<file path="src/hdl/sfr_pkg.sv">
// Constants for the serial-port enable, interrupt-enable and flag registers.
// Assumes an 8-bit register port with a small byte address space.
`default_nettype none
package sfr_pkg;
  // ----------------------------------------------------------------
  // Register port
  // ----------------------------------------------------------------
  localparam int          ADDR_W = 3;
  localparam int          DATA_W = 8;
  localparam int          PORTS  = 2;
  localparam logic [2:0]  OFF_ME2 = 3'h0;
  localparam logic [2:0]  OFF_IE1 = 3'h1;
  localparam logic [2:0]  OFF_IE2 = 3'h2;
  localparam logic [2:0]  OFF_FL1 = 3'h3;
  localparam logic [2:0]  OFF_FL2 = 3'h4;
  // ----------------------------------------------------------------
  // Field positions
  // ----------------------------------------------------------------
  localparam logic [2:0]  P1_TX_BIT  = 3'h5;
  localparam logic [2:0]  P1_RX_BIT  = 3'h4;
  localparam logic [2:0]  P0S_TX_BIT = 3'h1;
  localparam logic [2:0]  P0S_RX_BIT = 3'h0;
  localparam logic [2:0]  P0F_TX_BIT = 3'h7;
  localparam logic [2:0]  P0F_RX_BIT = 3'h6;
  // ----------------------------------------------------------------
  // Reset values, one bit per port, and the reset value of the read-data byte
  // ----------------------------------------------------------------
  localparam logic [1:0]  RST_EN     = 2'h0;
  localparam logic [1:0]  RST_IE     = 2'h0;
  localparam logic [1:0]  RST_TX_FL  = 2'h3;
  localparam logic [1:0]  RST_RX_FL  = 2'h0;
  localparam logic [7:0]  RST_RDATA  = 8'h00;
endpackage
`default_nettype wire

</file>
<file path="src/hdl/usart_enable_irq_flag_regs.sv">
// Enable, interrupt-enable and interrupt-flag bits of two serial ports.
// Assumes the ports report buffer events as one-cycle pulses on core_clk_i
// and a software reset bit as a level; all inputs are synchronous.
`default_nettype none
module usart_enable_irq_flag_regs
  import sfr_pkg::*;
#(
  parameter bit PLACE_SMALL = 1'b1
) (
  input  wire logic              core_clk_i,
  input  wire logic              rst_i,
  input  wire logic [ADDR_W-1:0] addr_i,
  input  wire logic [DATA_W-1:0] wdata_i,
  input  wire logic              wr_i,
  input  wire logic              rd_i,
  output logic      [DATA_W-1:0] rdata_o,
  input  wire logic [PORTS-1:0]  tx_buf_wr_i,
  input  wire logic [PORTS-1:0]  tx_buf_load_i,
  input  wire logic [PORTS-1:0]  rx_char_done_i,
  input  wire logic [PORTS-1:0]  rx_buf_rd_i,
  input  wire logic [PORTS-1:0]  software_reset_bit_i,
  output logic      [PORTS-1:0]  tx_enable_o,
  output logic      [PORTS-1:0]  rx_enable_o,
  output logic      [PORTS-1:0]  tx_irq_o,
  output logic      [PORTS-1:0]  rx_irq_o
);

  // ----------------------------------------------------------------
  // Placement helpers
  // ----------------------------------------------------------------
  // Enable bits of port0 always sit in the second enable register
  function automatic logic [2:0] en_pos(input logic p, input logic tx);
    en_pos = p ? (tx ? P1_TX_BIT : P1_RX_BIT) : (tx ? P0S_TX_BIT : P0S_RX_BIT);
  endfunction

  function automatic logic [2:0] irq_pos(input logic p, input logic tx);
    if (p || PLACE_SMALL) begin
      irq_pos = en_pos(p, tx);
    end else begin
      irq_pos = tx ? P0F_TX_BIT : P0F_RX_BIT;
    end
  endfunction

  function automatic logic in_second(input logic p);
    in_second = p || PLACE_SMALL;
  endfunction

  // ----------------------------------------------------------------
  // State
  // ----------------------------------------------------------------
  logic [PORTS-1:0]  en_tx_r, en_tx_nxt;
  logic [PORTS-1:0]  en_rx_r, en_rx_nxt;
  logic [PORTS-1:0]  ie_tx_r, ie_tx_nxt;
  logic [PORTS-1:0]  ie_rx_r, ie_rx_nxt;
  logic [PORTS-1:0]  fl_tx_r, fl_tx_nxt;
  logic [PORTS-1:0]  fl_rx_r, fl_rx_nxt;
  logic [PORTS-1:0]  irq_tx_r, irq_tx_nxt;
  logic [PORTS-1:0]  irq_rx_r, irq_rx_nxt;
  logic [DATA_W-1:0] rdata_r, rdata_nxt;

  // ----------------------------------------------------------------
  // Address decode
  // ----------------------------------------------------------------
  // Port0 irq-enable and flag bytes move with the placement
  function automatic logic [2:0] ie_off(input logic p);
    ie_off = in_second(p) ? OFF_IE2 : OFF_IE1;
  endfunction

  function automatic logic [2:0] fl_off(input logic p);
    fl_off = in_second(p) ? OFF_FL2 : OFF_FL1;
  endfunction

  logic              wr_en_hit;
  logic              rd_en_hit;
  logic [PORTS-1:0]  wr_ie_hit;
  logic [PORTS-1:0]  rd_ie_hit;
  logic [PORTS-1:0]  wr_fl_hit;
  logic [PORTS-1:0]  rd_fl_hit;

  always_comb begin
    wr_en_hit = wr_i && (addr_i == OFF_ME2);
    rd_en_hit = rd_i && (addr_i == OFF_ME2);
    wr_ie_hit = '0;
    rd_ie_hit = '0;
    wr_fl_hit = '0;
    rd_fl_hit = '0;
    for (int p = 0; p < PORTS; p++) begin
      wr_ie_hit[p] = wr_i && (addr_i == ie_off(1'(p)));
      rd_ie_hit[p] = rd_i && (addr_i == ie_off(1'(p)));
      wr_fl_hit[p] = wr_i && (addr_i == fl_off(1'(p)));
      rd_fl_hit[p] = rd_i && (addr_i == fl_off(1'(p)));
    end
  end

  // ----------------------------------------------------------------
  // Module enables
  // ----------------------------------------------------------------
  // only own bits are stored; other bits of the byte are dropped
  // A write replaces the enable bits of both ports at once
  always_comb begin
    en_tx_nxt = en_tx_r;
    en_rx_nxt = en_rx_r;
    for (int p = 0; p < PORTS; p++) begin
      if (wr_en_hit) begin
        en_tx_nxt[p] = wdata_i[en_pos(1'(p), 1'b1)];
        en_rx_nxt[p] = wdata_i[en_pos(1'(p), 1'b0)];
      end
    end
  end

  // Software reset of a port leaves its enables alone
  always_ff @(posedge core_clk_i) begin
    if (rst_i) begin
      en_tx_r <= RST_EN;
      en_rx_r <= RST_EN;
    end else begin
      en_tx_r <= en_tx_nxt;
      en_rx_r <= en_rx_nxt;
    end
  end

  // ----------------------------------------------------------------
  // Interrupt enables
  // ----------------------------------------------------------------
  always_comb begin
    ie_tx_nxt = ie_tx_r;
    ie_rx_nxt = ie_rx_r;
    for (int p = 0; p < PORTS; p++) begin
      if (wr_ie_hit[p]) begin
        ie_tx_nxt[p] = wdata_i[irq_pos(1'(p), 1'b1)];
        ie_rx_nxt[p] = wdata_i[irq_pos(1'(p), 1'b0)];
      end
      if (software_reset_bit_i[p]) begin
        ie_tx_nxt[p] = 1'b0;
        ie_rx_nxt[p] = 1'b0;
      end
    end
  end

  always_ff @(posedge core_clk_i) begin
    if (rst_i) begin
      ie_tx_r <= RST_IE;
      ie_rx_r <= RST_IE;
    end else begin
      ie_tx_r <= ie_tx_nxt;
      ie_rx_r <= ie_rx_nxt;
    end
  end

  // ----------------------------------------------------------------
  // Transmit flags
  // ----------------------------------------------------------------
  // Priority, lowest first: software write, buffer write, buffer empty,
  // software reset. An empty buffer in the cycle of a write wins, so a
  // pending transmit request is never lost.
  always_comb begin
    fl_tx_nxt = fl_tx_r;
    for (int p = 0; p < PORTS; p++) begin
      if (wr_fl_hit[p]) begin
        fl_tx_nxt[p] = wdata_i[irq_pos(1'(p), 1'b1)];
      end
      if (tx_buf_wr_i[p]) begin
        fl_tx_nxt[p] = 1'b0;
      end
      if (tx_buf_load_i[p]) begin
        fl_tx_nxt[p] = 1'b1;
      end
      if (software_reset_bit_i[p]) begin
        fl_tx_nxt[p] = 1'b1;
      end
    end
  end

  always_ff @(posedge core_clk_i) begin
    if (rst_i) begin
      fl_tx_r <= RST_TX_FL;
    end else begin
      fl_tx_r <= fl_tx_nxt;
    end
  end

  // ----------------------------------------------------------------
  // Receive flags
  // ----------------------------------------------------------------
  // Priority, lowest first: software write, buffer read, character
  // done, software reset.
  always_comb begin
    fl_rx_nxt = fl_rx_r;
    for (int p = 0; p < PORTS; p++) begin
      if (wr_fl_hit[p]) begin
        fl_rx_nxt[p] = wdata_i[irq_pos(1'(p), 1'b0)];
      end
      if (rx_buf_rd_i[p]) begin
        fl_rx_nxt[p] = 1'b0;
      end
      if (rx_char_done_i[p]) begin
        fl_rx_nxt[p] = 1'b1;
      end
      if (software_reset_bit_i[p]) begin
        fl_rx_nxt[p] = 1'b0;
      end
    end
  end

  always_ff @(posedge core_clk_i) begin
    if (rst_i) begin
      fl_rx_r <= RST_RX_FL;
    end else begin
      fl_rx_r <= fl_rx_nxt;
    end
  end

  // ----------------------------------------------------------------
  // Interrupt requests
  // ----------------------------------------------------------------
  // built from next values so a request never lags its flag
  // Requests are per port and direction; no global mask is kept here
  always_comb begin
    irq_tx_nxt = fl_tx_nxt & ie_tx_nxt;
    irq_rx_nxt = fl_rx_nxt & ie_rx_nxt;
  end

  always_ff @(posedge core_clk_i) begin
    if (rst_i) begin
      irq_tx_r <= RST_IE;
      irq_rx_r <= RST_IE;
    end else begin
      irq_tx_r <= irq_tx_nxt;
      irq_rx_r <= irq_rx_nxt;
    end
  end

  // ----------------------------------------------------------------
  // Read data
  // ----------------------------------------------------------------
  // Read data stands for one cycle only and is zero otherwise, so a
  // stale byte can never be mistaken for a fresh read.
  always_comb begin
    rdata_nxt = RST_RDATA;
    for (int p = 0; p < PORTS; p++) begin
      if (rd_en_hit) begin
        rdata_nxt[en_pos(1'(p), 1'b1)] = en_tx_r[p];
        rdata_nxt[en_pos(1'(p), 1'b0)] = en_rx_r[p];
      end
      if (rd_ie_hit[p]) begin
        rdata_nxt[irq_pos(1'(p), 1'b1)] = ie_tx_r[p];
        rdata_nxt[irq_pos(1'(p), 1'b0)] = ie_rx_r[p];
      end
      if (rd_fl_hit[p]) begin
        rdata_nxt[irq_pos(1'(p), 1'b1)] = fl_tx_r[p];
        rdata_nxt[irq_pos(1'(p), 1'b0)] = fl_rx_r[p];
      end
    end
  end

  always_ff @(posedge core_clk_i) begin
    if (rst_i) begin
      rdata_r <= RST_RDATA;
    end else begin
      rdata_r <= rdata_nxt;
    end
  end

  assign rdata_o     = rdata_r;
  assign tx_enable_o = en_tx_r;
  assign rx_enable_o = en_rx_r;
  assign tx_irq_o    = irq_tx_r;
  assign rx_irq_o    = irq_rx_r;

endmodule
`default_nettype wire

</file>
<file path="config.mk">
export PLATFORM = sky130hd
export DESIGN_NAME = usart_enable_irq_flag_regs
export DESIGN_NICKNAME = d
export VERILOG_FILES = /design/src/hdl/sfr_pkg.sv /design/src/hdl/usart_enable_irq_flag_regs.sv
export SDC_FILE = /design/constraint.sdc
export NUM_CORES = 1
export LEC_CHECK = 0
export ABC_AREA = 1
export ABC_CLOCK_PERIOD_IN_PS = 1070
export BUFFER_PORTS_ARGS = -buffer_cell sky130_fd_sc_hd__clkbuf_2
export CELL_PAD_IN_SITES_DETAIL_PLACEMENT = 1
export CELL_PAD_IN_SITES_GLOBAL_PLACEMENT = 2
export CORE_ASPECT_RATIO = 1.1
export CORE_MARGIN = 5
export CORE_UTILIZATION = 26
export CTS_CLUSTER_DIAMETER = 40
export DETAILED_ROUTE_END_ITERATION = 8
export PLACE_DENSITY = 0.84
export SLEW_MARGIN = 20
export SYNTH_ARGS = -nofsm -noshare
export SYNTH_HDL_FRONTEND = slang
export SYNTH_SLANG_ARGS = --single-unit
</file>
<file path="constraint.sdc">
create_clock -name core_clk_i -period 1.07 [get_ports core_clk_i]
set_input_delay 0.107 -clock core_clk_i [delete_from_list [all_inputs] [get_ports core_clk_i]]
set_output_delay 0.107 -clock core_clk_i [all_outputs]
set_load 0.01 [all_outputs]
</file>
After elaboration in Yosys (flattened, before gate mapping) --
Cells that the tools add are included.
Word-level totals: bits of input ports 25, register bits 24, logic and storage cells 138, output and inout port bits 16
Operators by class: eq/ne operators 2, mux-type cells 86, $lt $le $gt $ge 24, reductions and logical operators 15, bitwise logic cells 2
Operator list (count):
- 8-bit bitwise mux | 8
- 3-bit by 4-bit < comparator with 1-bit output (second input constant) | 16
- 3-bit 2-to-1 mux | 16
- 1-bit 2-to-1 mux | 40
- 8-bit 2-to-1 mux | 4
- 1-bit binary-select mux with 3-bit select | 8
- 1-bit demux with 3-bit select | 8
- 3-bit by 1-bit >= comparator with 1-bit output (second input constant) | 8
- 1-bit logical AND | 14
- 2-bit bitwise AND | 2
- 2-bit 2-to-1 mux | 2
- 3-bit by 2-bit equality test with 1-bit output (second input constant) | 1
- 3-bit equality test (second input constant) | 1
- 3-bit logical NOT | 1

Logic depth before layout (Yosys ltp) --
Gate-level depths: netlist of run 1.
word-level depth 20, depth in mapped cells 8, depth with buffers taken out 7

Least setup slack after synthesis of run 1 --
OpenSTA, ideal clock, no wires.
path kind input to register, from input addr_i[2], to register en_rx_r[0], in the netlist rx_enable_o[0], setup time 119 ps, setup slack 256 ps, required time 951 ps, data arrival time 694 ps, cell stages on the path 6, buffers on the path 2, path through buf_6 -> inv_2 -> buf_6 -> nand3_4 -> o21ai_0 -> a21oi_1
On the way: word-level cells in the longest chain between the ends 2
RTL lines:
- start, declared | line usart_enable_irq_flag_regs.sv:12 | input wire logic [ADDR_W-1:0] addr_i,
- 3-bit logical NOT | line usart_enable_irq_flag_regs.sv:81 | wr_en_hit = wr_i && (addr_i == OFF_ME2);
- 1-bit logical AND | line usart_enable_irq_flag_regs.sv:81
- end signal, assigned | line usart_enable_irq_flag_regs.sv:118 | en_rx_r <= en_rx_nxt;
- end, declared | line usart_enable_irq_flag_regs.sv:52 | logic [PORTS-1:0] en_rx_r, en_rx_nxt;
No other way between the ends. A chain may end at the register's enable or synchronous reset.

Final worst setup path of run 1 --
from register en_rx_r[1], in the netlist rx_enable_o[1], to output rx_enable_o[1]
RTL lines:
- end, declared | line usart_enable_irq_flag_regs.sv:23 | output logic [PORTS-1:0] rx_enable_o,
No word-level cell between the ends.

==> run summary, run 1 <==
# port buffers = 32
DRT Pass-1 Iters = 3
Synth cell types = 22
Fmax = 1.14 GHz
Total track usage = 0.109
Fin worst setup slack = 0.189 ns
Setup TNS = 0 ns
First-pass GRT wire length = 4.82 mm
Post-CTS sizing = 0
Crit Path Max Fanout = 3
Number of remaining DRC errors = 0
LEAKAGE = 0.709 nW
Routed wire length = 2.74 mm
CP Data Arrival Time = 0.77 ns
Critical Path Source Type = flop
Clk_lat worst skew = 0.26 ns
Layout area overhead = 26.3%
Synthesized instance count = 137
Slowest stage cell, crit path = dfxtp_1
Hold Slack = 0.0699 ns
Gr ovfl total = 0
Layout Cells excl Fill = 224
Post-DP Area = 1320 um^2
Fill count = 515
Ordered list of cells on the worst path = clkbuf_2
Ys Warns = 0
Mapped Area = 1090 um^2
Setup Viol. Count Final = 0
Overall Power = 1.59 mW
Die span in x = 71.7 um
Final cell utilization of the core = 0.342
Wirelength per Cell = 12.2 um
Vias in the first global route = 1053
Data required, critical path = 0.96 ns
Most frequent cells in the layout = 33 x inv_1, 32 x clkbuf_2, 20 x dfxtp_1
Commonest non-fill, non-tap cell in the layout = inv_1
Post-route cell area = 1380 um^2
Die area = 5590 um^2
Status = finished clean
Initial core utilization = 0.271
CP Buf/Inv Count = 1
Slew Limit Fails = 0
# IOs = 41
DP HPWL = 2.30 mm
Final Cycle Share = 0.823
Worst-path clk slew = 0.07 ns
Nets = 198
Clk_skew = 0.00179 ns
Unrepaired setup endpoints after global routing = no
Vias/cell = 4.31
Synthesized area per cell = 7.95 um^2
Ant diodes = 0
Fin crit period = 0.881 ns
Post-synthesis sequential area ratio = 0.367
Pin count of the biggest net entering global routing = 12
Initial antenna violation count = 0
Critical path's largest stage delay = 0.36 ns
Routed Antenna Nets = 0
HP Class = in -> reg
Post-CTS setup buffers = 0
TritonCTS clock tree = yes
Total core area = 4020 um^2
Die height = 77.9 um
Fin. Hold Viols = 0
Root buf cell = clkbuf_8
Violation count after the first detailed-route iteration = 38
Max Cap Violations = 0
Synth Register Bits = 20
Clock Path Buffers = 2
Row cnt = 24
Num CTS Buffers = 3
Share of post-route cells with drive strength above 1 = 0.378
Pwr/cell area = 1160 nW/um^2
CP endpoint kind = primary output
WS Path Type = reg -> out
Vias = 966
DP Cell Count = 220
Routability cong. = 0.758
Hold buffer count at CTS = 0
CP delay by family, top = flip-flops
Clock sinks = 20
Pre-CTS WS = 0.0728 ns
Number of H-tree levels = 1
Max IR drop VDD = 0.388 mV
[path summary, 6_finish.rpt]
check	start	depth (start not counted)	slack (ns)	end
setup / recovery	rx_enable_o[1]	1	0.19	rx_enable_o[1]
setup reg to reg	fl_rx_r[0]	4	0.34	fl_rx_r[0]
hold / removal	tx_buf_load_i[1]	3	0.07	fl_tx_r[1]
hold reg to reg	rx_enable_o[0]	2	0.47	rx_enable_o[0]
[per-layer routing]
layer / GRT usage / wire length [um]
met3: 0.0129 / 106
met5: 0 / 0
met4: 0.0620 / 57
met2: 0.194 / 1450
met1: 0.123 / 1120
[cell families after synthesis]
family / share of synthesized area
AOI/OAI and AO/OA: 0.0815
DFF: 0.367
other: 0.00344
buffers and inverters: 0.197
and+or+nand+nor: 0.350
[synthesized netlist by cell type]
cell      instances  share of area
nand2_2           1         0.0057
nand4_1          14          0.080
buf_2             1         0.0046
nand4_2           2          0.023
dfxtp_1          20           0.37
inv_1            33           0.11
o21ai_0           4          0.018
conb_1            1         0.0034
nand3_2           9          0.083
inv_2             2         0.0069
nand2_1          15          0.052
a21oi_2           5          0.040
nor2_2            1         0.0057
nand3b_1          1         0.0069
nand3_4           2          0.032
nor2_4            2          0.021
buf_4             4          0.028
buf_6             4          0.041
a21oi_1           5          0.023
clkinv_1          1         0.0034
nor2_1            4          0.014
nand3_1           6          0.028
[report_power, final]
| part | leakage [nW] | internal, mW | switching (mW) |
|---|---|---|---|
| Sequential | 0.162 | 0.761 | 0.00980 |
| Clock | 0.0288 | 0.328 | 0.260 |
| Combinational | 0.518 | 0.0945 | 0.141 |
[state kept, by name, summed over array words and instances, names as in the netlist]
signal       count
rdata_o          4
fl_rx_r          2
fl_tx_r          2
ie_rx_r          2
ie_tx_r          2
rx_enable_o      2
rx_irq_o         2
tx_enable_o      2
tx_irq_o         2
[cell type report]
type	instances	area, um^2	share of cell area
Multi-Input combinational cell	75	485	0.353
Sequential cell	20	400	0.291
Timing Repair Buffer	37	235	0.171
Inverter	36	135	0.0982
Tap cell	52	65.1	0.0473
Clock buffer	4	55.1	0.0400
Power figures use the tool's default switching activity.
==> inputs of run 2 (changes only) <==
--- a/config.mk
+++ b/config.mk
@@ -6,16 +6,16 @@
 export NUM_CORES = 1
 export LEC_CHECK = 0
 export ABC_AREA = 1
-export ABC_CLOCK_PERIOD_IN_PS = 1070
+export ABC_CLOCK_PERIOD_IN_PS = 800
 export BUFFER_PORTS_ARGS = -buffer_cell sky130_fd_sc_hd__clkbuf_2
 export CELL_PAD_IN_SITES_DETAIL_PLACEMENT = 1
 export CELL_PAD_IN_SITES_GLOBAL_PLACEMENT = 2
 export CORE_ASPECT_RATIO = 1.1
 export CORE_MARGIN = 5
-export CORE_UTILIZATION = 26
+export CORE_UTILIZATION = 23
 export CTS_CLUSTER_DIAMETER = 40
 export DETAILED_ROUTE_END_ITERATION = 8
-export PLACE_DENSITY = 0.84
+export PLACE_DENSITY = 0.79
 export SLEW_MARGIN = 20
 export SYNTH_ARGS = -nofsm -noshare
 export SYNTH_HDL_FRONTEND = slang
==> constraint.sdc (replaced) <==
create_clock -name core_clk_i -period 0.8 [get_ports core_clk_i]
set_input_delay 0.08 -clock core_clk_i [delete_from_list [all_inputs] [get_ports core_clk_i]]
set_output_delay 0.08 -clock core_clk_i [all_outputs]
set_load 0.01 [all_outputs]
==> run 2 against run 1 <==
Net effect:
- count of clock-buffer cells in the layout fell by 1
- utilization decreased by 2.7 points
- critical endpoint is now tx_enable_o[0]
- critical path depth unchanged
- clock power is 12% higher
- sequential share of layout area shrank 0.78 points
- cell area grew 5.6%
- largest power group unchanged
- clock skew is 0.0013 ns lower
- via count rose by 1.0%
- combinational power rose by 43%
- first-iteration DRC count down 37%
==> run summary, run 2 (synthesized netlist as in run 1, its figures left out) <==
Hold buffer count at CTS = 0 (unchanged)
Critical Path Source Type = flop
Nets = 205 (+3.5%)
Initial antenna violation count = 0 (unchanged)
Die height = 82.2 um (+5.5%)
Clock Path Buffers = 2 (unchanged)
Commonest non-fill, non-tap cell in the layout = inv_1
Number of remaining DRC errors = 0 (unchanged)
Final cell utilization of the core = 0.315 (-0.0273)
Critical path's largest stage delay = 0.36 ns (about the same)
Max Cap Violations = 0 (unchanged)
CP Buf/Inv Count = 1 (unchanged)
Fin worst setup slack = 0.00295 ns (-0.186 ns)
Routed Antenna Nets = 0 (unchanged)
Ant diodes = 0 (unchanged)
Fin. Hold Viols = 0 (unchanged)
Logic pwr share = 0.166 (+0.018)
Routed wire length = 2.74 mm (-0.15%)
Crit Path Max Fanout = 3 (unchanged)
Post-DP Area = 1350 um^2 (+2.5%)
Clk_lat worst skew = 0.26 ns (about the same)
# port buffers = 32 (unchanged)
Final Cycle Share = 0.996
LEAKAGE = 0.745 nW (+5.0%)
Internal power = 1.50 mW (+27%)
R2R setup slack = 0.06 ns (-0.28 ns)
CP endpoint kind = primary output
Pin count of the biggest net entering global routing = 11 (-1)
Clk pwr share = 0.325 (-0.044)
Total core area = 4620 um^2 (+15%)
Die area = 6220 um^2 (+11%)
TritonCTS clock tree = yes
Post-CTS setup buffers = 0 (unchanged)
Worst R2R End = tx_irq_o[0]
Pwr/cell area = 1400 nW/um^2 (+21%)
Number of flip-flops in the largest register = 4 (unchanged)
CP Data Arrival Time = 0.72 ns (-0.05 ns)
Worst Hold Depth = 3 (unchanged)
HP Class = in -> reg
WS Path Type = reg -> out
Unrepaired setup endpoints after global routing = yes
Row cnt = 26 (+8.3%)
Data required, critical path = 0.72 ns (-0.24 ns)
Vias in the first global route = 978 (-7.1%)
Slowest stage cell, crit path = dfxtp_2
Worst-path clk slew = 0.07 ns (about the same)
HP Start = tx_buf_load_i[1]
Wirelength per Cell = 11.7 um (-4.4%)
# IOs = 41 (unchanged)
DRT Pass-1 Iters = 4 (+1)
Clk_skew = 0.000448 ns (-0.00134 ns)
Hold Slack = 0.0525 ns (-0.0174 ns)
First-pass GRT wire length = 4.50 mm (-6.7%)
DP HPWL = 2.33 mm (+1.3%)
Share of post-route cells with drive strength above 1 = 0.455 (+0.0771)
Number of H-tree levels = 1 (unchanged)
Most frequent cells in the layout = 33 x inv_1, 22 x clkbuf_2, 15 x nand2_1
Post-route cell area = 1450 um^2 (+5.6%)
Fmax = 1.25 GHz
Sw Pwr = 0.533 mW (+30%)
Hold endpoint = fl_tx_r[1]
Violation count after the first detailed-route iteration = 24 (-37%)
Slew Limit Fails = 0 (unchanged)
Fin crit period = 0.797 ns
Num CTS Buffers = 3 (unchanged)
Total track usage = 0.0969 (-0.0121)
Switch share = 0.262 (+0.00440)
R2R cell count = 4 (unchanged)
Ordered list of cells on the worst path = buf_6
Worst R2R Start = fl_tx_r[0]
CP delay by family, top = flip-flops
Die span in x = 75.6 um (+5.4%)
Clock sinks = 20 (unchanged)
Setup Viol. Count Final = 0 (unchanged)
Root buf cell = clkbuf_8
Max IR drop VDD = 0.478 mV (+23%)
Status = finished clean
Sequential power share = 0.509 (+0.026)
Initial core utilization = 0.236 (-0.0349)
Vias/cell = 4.17 (-3.3%)
Layout area overhead = 33.4%
Gr ovfl total = 0 (unchanged)
Vias = 976 (+1.0%)
Routability cong. = 0.698 (-7.8%)
Pre-CTS WS = -0.186 ns (-0.259 ns)
[run 2: power by group through the flow]
stage               clock, mW  sequential [mW]  combinational (mW)
floorplan                   0             1.06               0.197
global placement            0             1.05               0.325
detailed placement          0             1.05               0.330
CTS                     0.699             1.03               0.332
global route            0.744             1.04               0.375
finish                  0.661             1.04               0.338
[run 2: worst max path at each step]
stage,start,endpoint,slack [ns],cells past startpoint
2_1_floorplan,addr_i[2],rx_enable_o[0],0.01,6
3_3_place_gp,addr_i[0],fl_rx_r[0],-0.16,7
3_5_place_dp,addr_i[0],fl_rx_r[0],-0.19,7
4_1_cts,tx_enable_o[1],tx_enable_o[1],-0.03,1
5_1_grt,tx_enable_o[1],tx_enable_o[1],-0.04,1
6_report,tx_enable_o[0],tx_enable_o[0],0.003,1
[run 2: repair_timing]
action,4_1_cts,5_1_grt
pin swaps,0,0
resized for setup,6,21
setup endpoints to repair,6,14
[run 2: cell type report]
class,count,area [um^2]
flip-flops and latches,20,412
clock buffers,3,41.3
inverters,36,135
repair buffers,44,307
well taps,56,70.1
multi-input cells,75,489
fillers,585,3170
[run 2: metal layers]
layer  track usage  wire length (um)
met1         0.125              1280
met2         0.150              1250
met3        0.0145               125
met4        0.0577                75
met5             0                 0
[run 2: worst min-delay path: stages]
cell	delay, ns
clkbuf_2	0.07
nor2_1	0.05
nand3_1	0.07
[run 2: per-stage QoR]
step	power (mW)	cells	setup TNS [ns]
4_1_cts	2.06	234	-0.0927
3_5_place_dp	1.38	231	-2.51
5_1_grt	2.16	234	-0.111
2_1_floorplan	1.25	140	0
6_report	2.03	234	0
3_3_place_gp	1.38	231	-2.25
